## src/rtl/hce_pkg.sv

```systemverilog
package hce_pkg;

   // ----------------------------------------
   // register indices and byte addresses
   // ----------------------------------------
   localparam logic [7:0] HCE_IDX_TWO = 8'h2a;
   localparam logic [7:0] HCE_IDX_THREE = 8'h2b;
   localparam logic [7:0] HCE_IDX_COMP = 8'h30;
   localparam logic [7:0] HCE_IDX_STAT = 8'h31;
   localparam int HCE_ADDR_W = 10;
   localparam logic [9:0] HCE_ADDR_TWO = {HCE_IDX_TWO, 2'b00};
   localparam logic [9:0] HCE_ADDR_THREE = {HCE_IDX_THREE, 2'b00};
   localparam logic [9:0] HCE_ADDR_COMP = {HCE_IDX_COMP, 2'b00};
   localparam logic [9:0] HCE_ADDR_STAT = {HCE_IDX_STAT, 2'b00};

   // ----------------------------------------
   // reset values
   // ----------------------------------------
   localparam logic [7:0] HCE_RST_TWO = 8'h7a;
   localparam logic [7:0] HCE_RST_THREE = 8'h4c;
   localparam logic [3:0] HCE_RST_COMP = 4'h0;

   // ----------------------------------------
   // field layout
   // ----------------------------------------
   localparam int HCE_HOLD_BIT = 6;
   localparam int HCE_FALL_LSB = 3;
   localparam int HCE_RISE_LSB = 0;
   localparam int HCE_NUM_PHASE = 8;
   localparam int HCE_NUM_CLK = 2;

   // ----------------------------------------
   // bus answers
   // ----------------------------------------
   localparam logic [1:0] HCE_RESP_OKAY = 2'h0;
   localparam logic [1:0] HCE_RESP_SLVERR = 2'h2;

   typedef struct packed {
      logic reserved;
      logic hold_level;
      logic [2:0] fall_phase;
      logic [2:0] rise_phase;
   } hce_edge_cfg_t;

   typedef struct packed {
      logic fall_comp;
      logic rise_comp;
   } hce_comp_cfg_t;

endpackage

```

## src/rtl/hce_edge_gen.sv

```systemverilog
// Chosen here: the AXI4-Lite slave port.
`timescale 1ns/100ps
// Function
// - during vertical shift, clock two holds the level of its bit 6
// - during vertical shift, clock three holds the level of its bit 6
// - clock two bits 5..3 pick the falling-edge phase, codes 0..7
// - clock two falls on the rising edge of the selected phase
// - clock two bits 2..0 pick the rising-edge phase, codes 0..7
// - clock two rises on the rising edge of the selected phase
// - complemented phases, inverse of each base phase, are also selectable
// - clock two register is read/write at 2Ah, resets to 7Ah, bit 7 reserved
// - clock three register is read/write at 2Bh, resets to 4Ch, bit 7 reserved
module hce_edge_gen
   import hce_pkg::*;
(
   // clock and reset
   input wire logic aclk,
   input wire logic aresetn,
   // axi4-lite write address
   input wire logic [HCE_ADDR_W-1:0] s_axi_awaddr,
   input wire logic [2:0] s_axi_awprot,
   input wire logic s_axi_awvalid,
   output logic s_axi_awready,
   // axi4-lite write data
   input wire logic [31:0] s_axi_wdata,
   input wire logic [3:0] s_axi_wstrb,
   input wire logic s_axi_wvalid,
   output logic s_axi_wready,
   // axi4-lite write response
   output logic [1:0] s_axi_bresp,
   output logic s_axi_bvalid,
   input wire logic s_axi_bready,
   // axi4-lite read address
   input wire logic [HCE_ADDR_W-1:0] s_axi_araddr,
   input wire logic [2:0] s_axi_arprot,
   input wire logic s_axi_arvalid,
   output logic s_axi_arready,
   // axi4-lite read data
   output logic [31:0] s_axi_rdata,
   output logic [1:0] s_axi_rresp,
   output logic s_axi_rvalid,
   input wire logic s_axi_rready,
   // timing generator side
   input wire logic [HCE_NUM_PHASE-1:0] internal_phase,
   input wire logic vshift_active,
   // ccd horizontal clocks
   output logic horiz_clock_two,
   output logic horiz_clock_three
);

   // ----------------------------------------
   // registers
   // ----------------------------------------
   hce_edge_cfg_t two_cfg_q;
   hce_edge_cfg_t three_cfg_q;
   hce_comp_cfg_t [HCE_NUM_CLK-1:0] comp_cfg_q;
   hce_edge_cfg_t [HCE_NUM_CLK-1:0] edge_cfg;

   logic aw_held_q;
   logic w_held_q;
   logic [HCE_ADDR_W-1:0] awaddr_q;
   logic [7:0] wbyte_q;
   logic wlane_q;
   logic bvalid_q;
   logic [1:0] bresp_q;
   logic rvalid_q;
   logic [31:0] rdata_q;
   logic [1:0] rresp_q;

   // ----------------------------------------
   // input synchronisers
   // ----------------------------------------
   logic [HCE_NUM_PHASE-1:0] ph_s1_q;
   logic [HCE_NUM_PHASE-1:0] ph_s2_q;
   logic [HCE_NUM_PHASE-1:0] ph_s3_q;
   logic vs_s1_q;
   logic vs_s2_q;

   always_ff @(posedge aclk) begin
      if (!aresetn) begin
         ph_s1_q <= '0;
         ph_s2_q <= '0;
         ph_s3_q <= '0;
         vs_s1_q <= 1'b0;
         vs_s2_q <= 1'b0;
      end else begin
         ph_s1_q <= internal_phase;
         ph_s2_q <= ph_s1_q;
         ph_s3_q <= ph_s2_q;
         vs_s1_q <= vshift_active;
         vs_s2_q <= vs_s1_q;
      end
   end

   // rising and falling edges of each base phase; a falling edge of a base
   // phase is the rising edge of its complement
   wire [HCE_NUM_PHASE-1:0] ph_rise = ph_s2_q & ~ph_s3_q;
   wire [HCE_NUM_PHASE-1:0] ph_fall = ~ph_s2_q & ph_s3_q;

   // ----------------------------------------
   // write channel
   // ----------------------------------------
   wire aw_hs = s_axi_awvalid && s_axi_awready;
   wire w_hs = s_axi_wvalid && s_axi_wready;
   wire wr_go = aw_held_q && w_held_q && !bvalid_q;
   wire [HCE_ADDR_W-1:0] wr_word = {awaddr_q[HCE_ADDR_W-1:2], 2'b00};
   wire wr_two = wr_word == HCE_ADDR_TWO;
   wire wr_three = wr_word == HCE_ADDR_THREE;
   wire wr_comp = wr_word == HCE_ADDR_COMP;
   wire wr_stat = wr_word == HCE_ADDR_STAT;
   wire wr_hit = wr_two || wr_three || wr_comp || wr_stat;
   wire wr_en = wr_go && wlane_q;

   assign s_axi_awready = !aw_held_q;
   assign s_axi_wready = !w_held_q;
   assign s_axi_bvalid = bvalid_q;
   assign s_axi_bresp = bresp_q;

   always_ff @(posedge aclk) begin
      if (!aresetn) begin
         aw_held_q <= 1'b0;
         awaddr_q <= '0;
      end else if (aw_hs) begin
         aw_held_q <= 1'b1;
         awaddr_q <= s_axi_awaddr;
      end else if (wr_go) begin
         aw_held_q <= 1'b0;
      end
   end

   always_ff @(posedge aclk) begin
      if (!aresetn) begin
         w_held_q <= 1'b0;
         wbyte_q <= '0;
         wlane_q <= 1'b0;
      end else if (w_hs) begin
         w_held_q <= 1'b1;
         wbyte_q <= s_axi_wdata[7:0];
         wlane_q <= s_axi_wstrb[0];
      end else if (wr_go) begin
         w_held_q <= 1'b0;
      end
   end

   always_ff @(posedge aclk) begin
      if (!aresetn) begin
         bvalid_q <= 1'b0;
         bresp_q <= HCE_RESP_OKAY;
      end else if (wr_go) begin
         bvalid_q <= 1'b1;
         bresp_q <= wr_hit ? HCE_RESP_OKAY : HCE_RESP_SLVERR;
      end else if (s_axi_bready) begin
         bvalid_q <= 1'b0;
      end
   end

   // ----------------------------------------
   // control registers
   // ----------------------------------------
   // bit 7 is reserved: it is never stored and reads as zero
   always_ff @(posedge aclk) begin
      if (!aresetn) begin
         two_cfg_q <= hce_edge_cfg_t'(HCE_RST_TWO & 8'h7f);
      end else if (wr_en && wr_two) begin
         two_cfg_q <= hce_edge_cfg_t'({1'b0, wbyte_q[6:0]});
      end
   end

   always_ff @(posedge aclk) begin
      if (!aresetn) begin
         three_cfg_q <= hce_edge_cfg_t'(HCE_RST_THREE & 8'h7f);
      end else if (wr_en && wr_three) begin
         three_cfg_q <= hce_edge_cfg_t'({1'b0, wbyte_q[6:0]});
      end
   end

   always_ff @(posedge aclk) begin
      if (!aresetn) begin
         comp_cfg_q <= HCE_RST_COMP;
      end else if (wr_en && wr_comp) begin
         comp_cfg_q <= wbyte_q[3:0];
      end
   end

   assign edge_cfg[0] = two_cfg_q;
   assign edge_cfg[1] = three_cfg_q;

   // ----------------------------------------
   // read channel
   // ----------------------------------------
   wire ar_hs = s_axi_arvalid && s_axi_arready;
   wire [HCE_ADDR_W-1:0] rd_word = {s_axi_araddr[HCE_ADDR_W-1:2], 2'b00};
   wire rd_two = rd_word == HCE_ADDR_TWO;
   wire rd_three = rd_word == HCE_ADDR_THREE;
   wire rd_comp = rd_word == HCE_ADDR_COMP;
   wire rd_stat = rd_word == HCE_ADDR_STAT;
   wire rd_hit = rd_two || rd_three || rd_comp || rd_stat;
   wire [7:0] stat_byte = {5'h00, vs_s2_q, horiz_clock_three, horiz_clock_two};
   wire [7:0] rd_byte = rd_two ? two_cfg_q :
                        rd_three ? three_cfg_q :
                        rd_comp ? {4'h0, comp_cfg_q} :
                        rd_stat ? stat_byte : 8'h00;

   assign s_axi_arready = !rvalid_q;
   assign s_axi_rvalid = rvalid_q;
   assign s_axi_rdata = rdata_q;
   assign s_axi_rresp = rresp_q;

   always_ff @(posedge aclk) begin
      if (!aresetn) begin
         rvalid_q <= 1'b0;
         rdata_q <= '0;
         rresp_q <= HCE_RESP_OKAY;
      end else if (ar_hs) begin
         rvalid_q <= 1'b1;
         rdata_q <= {24'h000000, rd_byte};
         rresp_q <= rd_hit ? HCE_RESP_OKAY : HCE_RESP_SLVERR;
      end else if (s_axi_rready) begin
         rvalid_q <= 1'b0;
      end
   end

   // ----------------------------------------
   // edge placement, one slice per clock
   // ----------------------------------------
   logic [HCE_NUM_CLK-1:0] hclk_q;

   for (genvar k = 0; k < HCE_NUM_CLK; k++) begin : g_clk
      wire fall_base = comp_cfg_q[k].fall_comp ?
                       ph_fall[edge_cfg[k].fall_phase] :
                       ph_rise[edge_cfg[k].fall_phase];
      wire rise_base = comp_cfg_q[k].rise_comp ?
                       ph_fall[edge_cfg[k].rise_phase] :
                       ph_rise[edge_cfg[k].rise_phase];
      wire hold = edge_cfg[k].hold_level;
      logic hclk_d;

      // vertical shift hold beats edges; a rise wins over a fall in one cycle
      always_comb begin
         if (vs_s2_q) begin
            hclk_d = hold;
         end else if (rise_base) begin
            hclk_d = 1'b1;
         end else if (fall_base) begin
            hclk_d = 1'b0;
         end else begin
            hclk_d = hclk_q[k];
         end
      end

      always_ff @(posedge aclk) begin
         if (!aresetn) begin
            hclk_q[k] <= 1'b0;
         end else begin
            hclk_q[k] <= hclk_d;
         end
      end
   end

   assign horiz_clock_two = hclk_q[0];
   assign horiz_clock_three = hclk_q[1];

endmodule

```

## config.mk

```make
export PLATFORM = sky130hd
export DESIGN_NAME = hce_edge_gen
export DESIGN_NICKNAME = d
export VERILOG_FILES = /design/src/rtl/hce_pkg.sv /design/src/rtl/hce_edge_gen.sv
export SDC_FILE = /design/constraint.sdc
export NUM_CORES = 1
export LEC_CHECK = 0
export ABC_AREA = 1
export BUFFER_PORTS_ARGS = -buffer_cell sky130_fd_sc_hd__buf_4
export CORE_MARGIN = 4
export CORE_UTILIZATION = 40
export CTS_BUF_LIST = sky130_fd_sc_hd__clkbuf_4 sky130_fd_sc_hd__clkbuf_8
export DETAILED_ROUTE_END_ITERATION = 16
export PLACE_DENSITY_LB_ADDON = 0.15
export SETUP_SLACK_MARGIN = 0.1
export SYNTH_ARGS = -nofsm -noshare
export SYNTH_HDL_FRONTEND = slang
export SYNTH_SLANG_ARGS = --single-unit
```

## constraint.sdc

```tcl
create_clock -name aclk -period 1.3 [get_ports aclk]
set_clock_uncertainty 0.1 [all_clocks]
set_input_delay 0.13 -clock aclk [delete_from_list [all_inputs] [get_ports aclk]]
set_output_delay 0.13 -clock aclk [all_outputs]
set_load 0.01 [all_outputs]
```

## Yosys cells after proc, flatten, opt, wreduce, memory -nomap -nowiden

Index checks and enable logic that the tools add are counted.

- Order comparisons: 4
- Bitwise operators: 4
- Muxes and demuxes: 39
- Reduce and logical (&&, ||, !) cells: 25
- Equal/unequal tests: 8

Operators by type and width:

| cell | count |
|---|---|
| $eq A8 B6 Y1 const B | 8 |
| $mux W1 | 25 |
| $bmux W1 S3 | 8 |
| $and A8 B8 Y8 | 2 |
| $lt A3 B4 Y1 const B | 4 |
| $not A8 Y8 | 2 |
| $mux W7 | 2 |
| $logic_and A1 B1 Y1 | 9 |
| $reduce_bool A2 Y1 | 4 |
| $logic_or A1 B1 Y1 | 6 |
| $reduce_bool A3 Y1 | 2 |
| $logic_not A1 Y1 | 4 |
| $mux W2 | 2 |
| $mux W4 | 1 |
| $mux W3 | 1 |

- Input port bits: 78
- Register bits after elaboration: 80

## Depth between registers and ports, before layout

Gate-level depths: netlist (run 1).

- Word-level depth: 8
- Mapped depth: 10

## Worst setup path before layout (run 1)

OpenSTA, ideal clock, no wires.

- Path kind: reg-to-reg
- Start point: register awaddr_q[9]
- End point: register three_cfg_q, in the netlist edge_cfg[12]
- Arrival: 1.170 ns
- Data required time: 1.080 ns
- Library setup time: 0.120 ns
- Slack: -0.091 ns
- Buffers on the path: 0
- Stages on the path, launching flop included: 9
- Cells stage by stage: dfxtp_1 -> nor3_2 -> inv_1 -> nor2_1 -> nand2_1 -> nor2_4 -> inv_2 -> o21ai_0 -> a21oi_1

- Word-level cells in the longest chain between the ends: 2

Ends and longest elaborated chain:

| what | line | source |
|---|---|---|
| from (decl) | hce_edge_gen.sv:61 | `logic [HCE_ADDR_W-1:0] awaddr_q;` |
| from (signal assigned) | hce_edge_gen.sv:125 | `awaddr_q <= s_axi_awaddr;` |
| $eq A8 B6 Y1 | hce_edge_gen.sv:108 | `wire wr_three = wr_word == HCE_ADDR_THREE;` |
| $logic_and A1 B1 Y1 | hce_edge_gen.sv:172 | `end else if (wr_en && wr_three) begin` |
| to (signal assigned) | hce_edge_gen.sv:171 | `three_cfg_q <= hce_edge_cfg_t'(HCE_RST_THREE & 8'h7f);` |
| to (signal assigned) | hce_edge_gen.sv:173 | `three_cfg_q <= hce_edge_cfg_t'({1'b0, wbyte_q[6:0]});` |
| to (decl) | hce_edge_gen.sv:55 | `hce_edge_cfg_t three_cfg_q;` |

Every way passes these cells.
A chain may end at the register's enable or synchronous reset.

## Final worst setup path (run 1)

- Start point: register awaddr_q[7]
- End point: register two_cfg_q, in the netlist edge_cfg[1]

- Word-level cells in the longest chain between the ends: 2

Ends and longest elaborated chain:

| what | line | source |
|---|---|---|
| $eq A8 B6 Y1 | hce_edge_gen.sv:107 | `wire wr_two = wr_word == HCE_ADDR_TWO;` |
| $logic_and A1 B1 Y1 | hce_edge_gen.sv:164 | `end else if (wr_en && wr_two) begin` |
| to (signal assigned) | hce_edge_gen.sv:163 | `two_cfg_q <= hce_edge_cfg_t'(HCE_RST_TWO & 8'h7f);` |
| to (signal assigned) | hce_edge_gen.sv:165 | `two_cfg_q <= hce_edge_cfg_t'({1'b0, wbyte_q[6:0]});` |
| to (decl) | hce_edge_gen.sv:54 | `hce_edge_cfg_t two_cfg_q;` |

Every way passes these cells.

==> results of run 1 <==
## final timing paths
kind                               endpoint  cells past startpoint  slack [ns]
worst min register to register   ph_s2_q[2]                      2        0.30
worst min-delay path            edge_cfg[0]                      3        0.07
worst max register to register  edge_cfg[1]                      8       -0.19
worst max-delay path            edge_cfg[1]                      8       -0.19
## layer usage
metal / part of all wire (%) / global-route usage (%)
met5: 0 / 0
met4: 1.9 / 6.75
met3: 5.6 / 3.89
met2: 48 / 29.6
met1: 44 / 23.0
## what timing repair did
action,in CTS,in global routing
resized for setup,33,86
gates cloned,0,2
hold endpoints to repair,30,0
hold buffers,30,0
endpoints found under the setup margin,34,37
pin swaps,11,27
setup buffers,4,8
## final cells by class
class,count,area (sq um)
fill,862,3770
multi-input combinational,379,1970
sequential,75,1550
timing repair buffer,134,1190
inverter,88,340
tap,111,139
clock buffer,10,138
clock inverter,6,95.1
timing repair inverter,1,7.51
## metrics by stage
step                util (%)  power, mW  hold slack, ns  setup TNS, ns
floorplan                  -       2.88           0.128         -0.556
global placement        48.7       3.10           0.210          -2.40
detailed placement      48.7       3.11           0.215          -3.21
CTS                     55.4       5.27          0.0381          -2.86
global route            59.0       5.51          0.0712          -4.77
finish                  59.0       5.27          0.0667          -3.05
## report_power, final
part / total [mW] / leakage [nW] / internal, mW / switching, mW
Sequential: 2.48 / 0.626 / 2.40 / 0.0793
Combinational: 0.738 / 1.85 / 0.368 / 0.370
Clock: 2.05 / 0.117 / 1.15 / 0.900
## flip-flops by register name, indices dropped and copies added (netlist names)
register           count
ph_s1_q                8
s_axi_rresp            1
ph_s2_q                8
awaddr_q               8
s_axi_rvalid           1
aw_held_q              1
ph_s3_q                8
g_clk.hold             2
horiz_clock_two        1
s_axi_bvalid           1
wlane_q                1
w_held_q               1
comp_cfg_q             4
vs_s1_q                1
wbyte_q                7
vs_s2_q                1
s_axi_rdata            7
edge_cfg              12
s_axi_bresp            1
horiz_clock_three      1
## cell usage in the layout, fill, tap and decap left out, types with 21 or more instances in the layout
cell type,n
inv_2,21
nand2_1,133
dfxtp_1,52
nand3_1,61
conb_1,27
o21ai_0,22
dlygate4sd3_1,29
a21oi_1,24
nor2_1,35
buf_4,89
inv_1,63
## worst register-to-register path: stages, from the launching register on
cell and delay [ns]:
dfxtp_2 0.33, inv_2 0.04, nor3_4 0.20, inv_2 0.07, nor2_4 0.12, nand2_2 0.08, nor2_4 0.17, clkbuf_16 0.17
o211ai_1 0.08
## kinds of logic after synthesis
kind of cell,after synthesis,synth area share (%)
compound gates,73,10.9
buf+inv,130,16.0
flops,75,40.1
other cells,1,0.100
simple gates,279,33.0
## cell usage after synthesis, types with 3 or more instances
master | instances | area, sq um
buf_4 | 28 | 210
nor3_4 | 3 | 48.8
nand4_1 | 7 | 43.8
dfxtp_1 | 75 | 1500
nor2_1 | 46 | 173
nand2_1 | 138 | 518
inv_1 | 83 | 312
clkbuf_1 | 9 | 33.8
o211ai_1 | 9 | 67.6
a21oi_1 | 28 | 140
a211oi_1 | 4 | 30.0
o21ai_0 | 29 | 145
buf_2 | 4 | 20.0
nand3_1 | 76 | 380
clkinv_1 | 3 | 11.3
==> results.cfg, run 1 <==
[cts]
cts_max_level = 3
cts-buffers-inserted = 9
cts_sinks = 75
cts-root-buf = clkbuf_8
cts.path.max_buffers = 2
cts.clk_slew.worst_paths_ns = 0.08
insertion_delay_ns = 0.35
cts_tree = yes

[worst_setup_path]
crit_path_cell_trace = inv_2, nor3_4, inv_2, nor2_4, nand2_2, nor2_4, clkbuf_16, o211ai_1
r2r_start = awaddr_q[7]
crit_required_ns = 1.42
critPathSlowestCell = dfxtp_2
path_class = reg2reg
critPathMaxFanout = 6
cp_top_family = simple AND/OR/NAND/NOR gates
crit_path_start = awaddr_q[7]
path_buf_inv = 3
critPathArrivalTime_ns = 1.60
crit_path_start_kind = register
slowest_delay_ns = 0.33
endpoint_kind = register

[min_path]
min_from = aresetn
hp-class = in2reg

[synth]
syn_avg_cell_area_sq_um = 6.72
netlist_instances = 558
postSynth.asyncResetShare_pct = 0
synth_cell_types = 27
syn_area_sq_mm = 0.00375
ys_warn_count = 0
synth_top_flop_cell = dfxtp_1
synth_edf_count = 0
ys_seq_area_share_pct = 40.1
synth-seq-cells = 75

[placed_design]
gp_congestion = 0.880
place_inst = 747
dpl_cell_area_sq_mm = 0.00448
dp_hpwl_mm = 7.36
io_buffers = 55
place_ws_ns = -0.224

[floorplanning]
fp.dieW_microns = 105
ioPinCount = 121
start_util_pct = 40.8
rows = 35
die_y_microns = 105
die_area_sq_mm = 0.0110
core-area_sq_mm = 0.00920

[sta]
final.min_clock_period_ns = 1.49
final.period_utilization_pct = 115
max_clock_freq_mhz = 672
rsz0062_at_grt = true
final_hold_viol_count = 0
fin_ws_ns = -0.189
slew_viol_final = 0
finalSetupViolations = 20

[detailed_routing]
wire_per_inst_microns = 12.6
firstDrtPassIters = 4
detail-route-antenna-nets = 0
vias = 3798
first_iter_violations = 217
drt-total-wl_mm = 10.1
viasPerCell = 4.72
drc = 0

[run_status]
violations = negative setup slack
status = finished, violations left

[global_route]
grt_pass1_vias = 3542
grt.overflow.total = 0
grt_max_degree = 39
grt_usage_pct = 18.0
grt_pass1_wl_mm = 16.4
antenna_found_initial = 0

[pwr]
power_density_mw_per_mm2 = 971
peakVddDrop_uv = 611
p_leak_nw = 2.60

[finish]
final_nets = 766
antenna_cells = 0
area_growth_pct = 44.6
final_area_sq_mm = 0.00542
drive_above_1_share_pct = 31.2
finalNonFillerCells = 804

[flow_run]
drv_cap = 0
Power figures use the tool's default switching activity.
==> run 2: changes to the inputs <==
Settings changed: CORE_ASPECT_RATIO from default to 1.4.
==> run 2 against run 1 <==
The run still ends with negative setup slack left; register-to-register slack got worse by 0.05 ns; via count increased by 2.7%; flip-flop and latch count unchanged; global-route usage increased by 1.8 points.
==> results.cfg, run 2 (same netlist as run 1, synthesis figures left out) <==
[floorplanning]
rows = 41
die_area_sq_mm = 0.0110
die_y_microns = 123
start_util_pct = 41.3
core-area_sq_mm = 0.00908
fp.dieW_microns = 89.8
ioPinCount = 121

[worst_setup_path]
crit_path_start_kind = register
critPathArrivalTime_ns = 1.74
crit_required_ns = 1.49
endpoint_kind = register
rr_worst_depth = 9
reg2reg_slack_ns = -0.24
path_class = reg2reg
r2r-end = edge_cfg[2]
crit_path_start = awaddr_q[7]
r2r_start = awaddr_q[7]
critPathMaxFanout = 6

[placed_design]
io_buffers = 55
dp_hpwl_mm = 8.07
gp_congestion = 0.932
place_ws_ns = -0.190
place_inst = 752
dpl_cell_area_sq_mm = 0.00452

[finish]
final_common_cell = nand2_1
area_growth_pct = 40.1
drive_above_1_share_pct = 27.8
fillerInstances = 876
final_nets = 774
final_area_sq_mm = 0.00525
antenna_cells = 0
layout_common_cells = 133 x nand2_1, 97 x buf_4, 76 x nand3_1
largest_reg_flops = 12
finalNonFillerCells = 808

[detailed_routing]
vias = 3900
drt-total-wl_mm = 10.7
detail-route-antenna-nets = 0
wire_per_inst_microns = 13.3
firstDrtPassIters = 6
drc = 0
viasPerCell = 4.83
first_iter_violations = 216

[pwr]
power_density_mw_per_mm2 = 933
swShare_pct = 27.6
p_comb_share_pct = 15.0
intPower_mw = 3.55
p_clk_share_pct = 34.4
p_sw_mw = 1.35
p_leak_nw = 2.57
seqPwrFrac_pct = 50.6
peakVddDrop_uv = 721
power_mw = 4.90

[run_status]
violations = negative setup slack
status = finished, violations left

[min_path]
min_from = aresetn
whs_path_depth = 2
hp-class = in2reg
hold_end = edge_cfg[1]

[cts]
cts_tree = yes
insertion_delay_ns = 0.36
cts_max_level = 3
cts_sinks = 75
cts-root-buf = clkbuf_8
cts.clk_slew.worst_paths_ns = 0.08
cts-buffers-inserted = 9
cts.path.max_buffers = 2

[sta]
fin_ws_ns = -0.242
max_clock_freq_mhz = 649
final.min_clock_period_ns = 1.54
finalSetupViolations = 20
slew_viol_final = 0
rsz0062_at_grt = true
final.period_utilization_pct = 119
final_hold_viol_count = 0
hold_slack_ns = 0.0550

[global_route]
grt_pass1_wl_mm = 17.3
grt_max_degree = 33
antenna_found_initial = 0
grt_pass1_vias = 3651
grt.overflow.total = 0
grt_usage_pct = 19.8

[flow_run]
drv_cap = 0
## run 2: changes by cell type in the layout (fill, tap and decap cells not counted), sizes merged
cell	change
dlygate4sd3	+1
dlymetal6s4s	-1
clkinvlp	+1
bufinv	-2
clkinv	-1
buf	+10
## run 2: critical path, stage by stage (launching register included)
cell and delay, ns:
dfxtp_2 0.33, inv_2 0.04, nor3_4 0.20, inv_2 0.08, nor2_4 0.13, nand2_1 0.13
nor2_4 0.13, buf_6 0.13, o21ai_0 0.09, a21oi_2 0.12
## run 2: cell type report
cell class	instances	area, sq um	share of cell area, %
clock inverter	5	37.5	0.715
timing repair buffer	143	1230	23.3
clock buffer	11	145	2.76
inverter	88	348	6.62
sequential	75	1530	29.1
tap	107	134	2.55
multi-input combinational	379	1830	34.9
## run 2: stage by stage
stage	TNS (ns)	utilization [%]
6_report	-3.44	57.8
5_1_grt	-5.55	57.8
4_1_cts	-2.40	56.2
3_5_place_dp	-2.57	49.7
3_3_place_gp	-2.03	49.7
2_1_floorplan	-0.556	-
## run 2: worst max-delay path by stage
stage / end / depth (start not counted)
after floorplan: edge_cfg[12] / 8
after global placement: edge_cfg[12] / 8
after detailed placement: edge_cfg[13] / 8
after CTS: edge_cfg[2] / 8
after global routing: edge_cfg[8] / 9
final: edge_cfg[2] / 9
## run 2: metal layers
metal | track usage, % | up-vias | part of all wire [%]
li1 | - | 2000 | -
met1 | 21.7 | 1769 | 41
met2 | 35.9 | 102 | 52
met3 | 4.48 | 29 | 4.3
met4 | 10.1 | 0 | 3.3
met5 | 0 | - | 0
## run 2: timing repair
item / in CTS / in global routing
endpoints found under the setup margin: 30 / 40
resized for setup: 29 / 48
endpoints found under the hold margin: 30 / 0
setup buffers: 4 / 8
hold buffers: 30 / 0
pin swaps: 4 / 7
## run 2: power groups by stage
stage	logic, mW	registers (mW)	clock network [mW]
floorplan	0.363	2.52	0
global placement	0.592	2.52	0
detailed placement	0.601	2.52	0
global route	0.817	2.49	1.84
finish	0.736	2.48	1.69
CTS	0.690	2.47	1.73
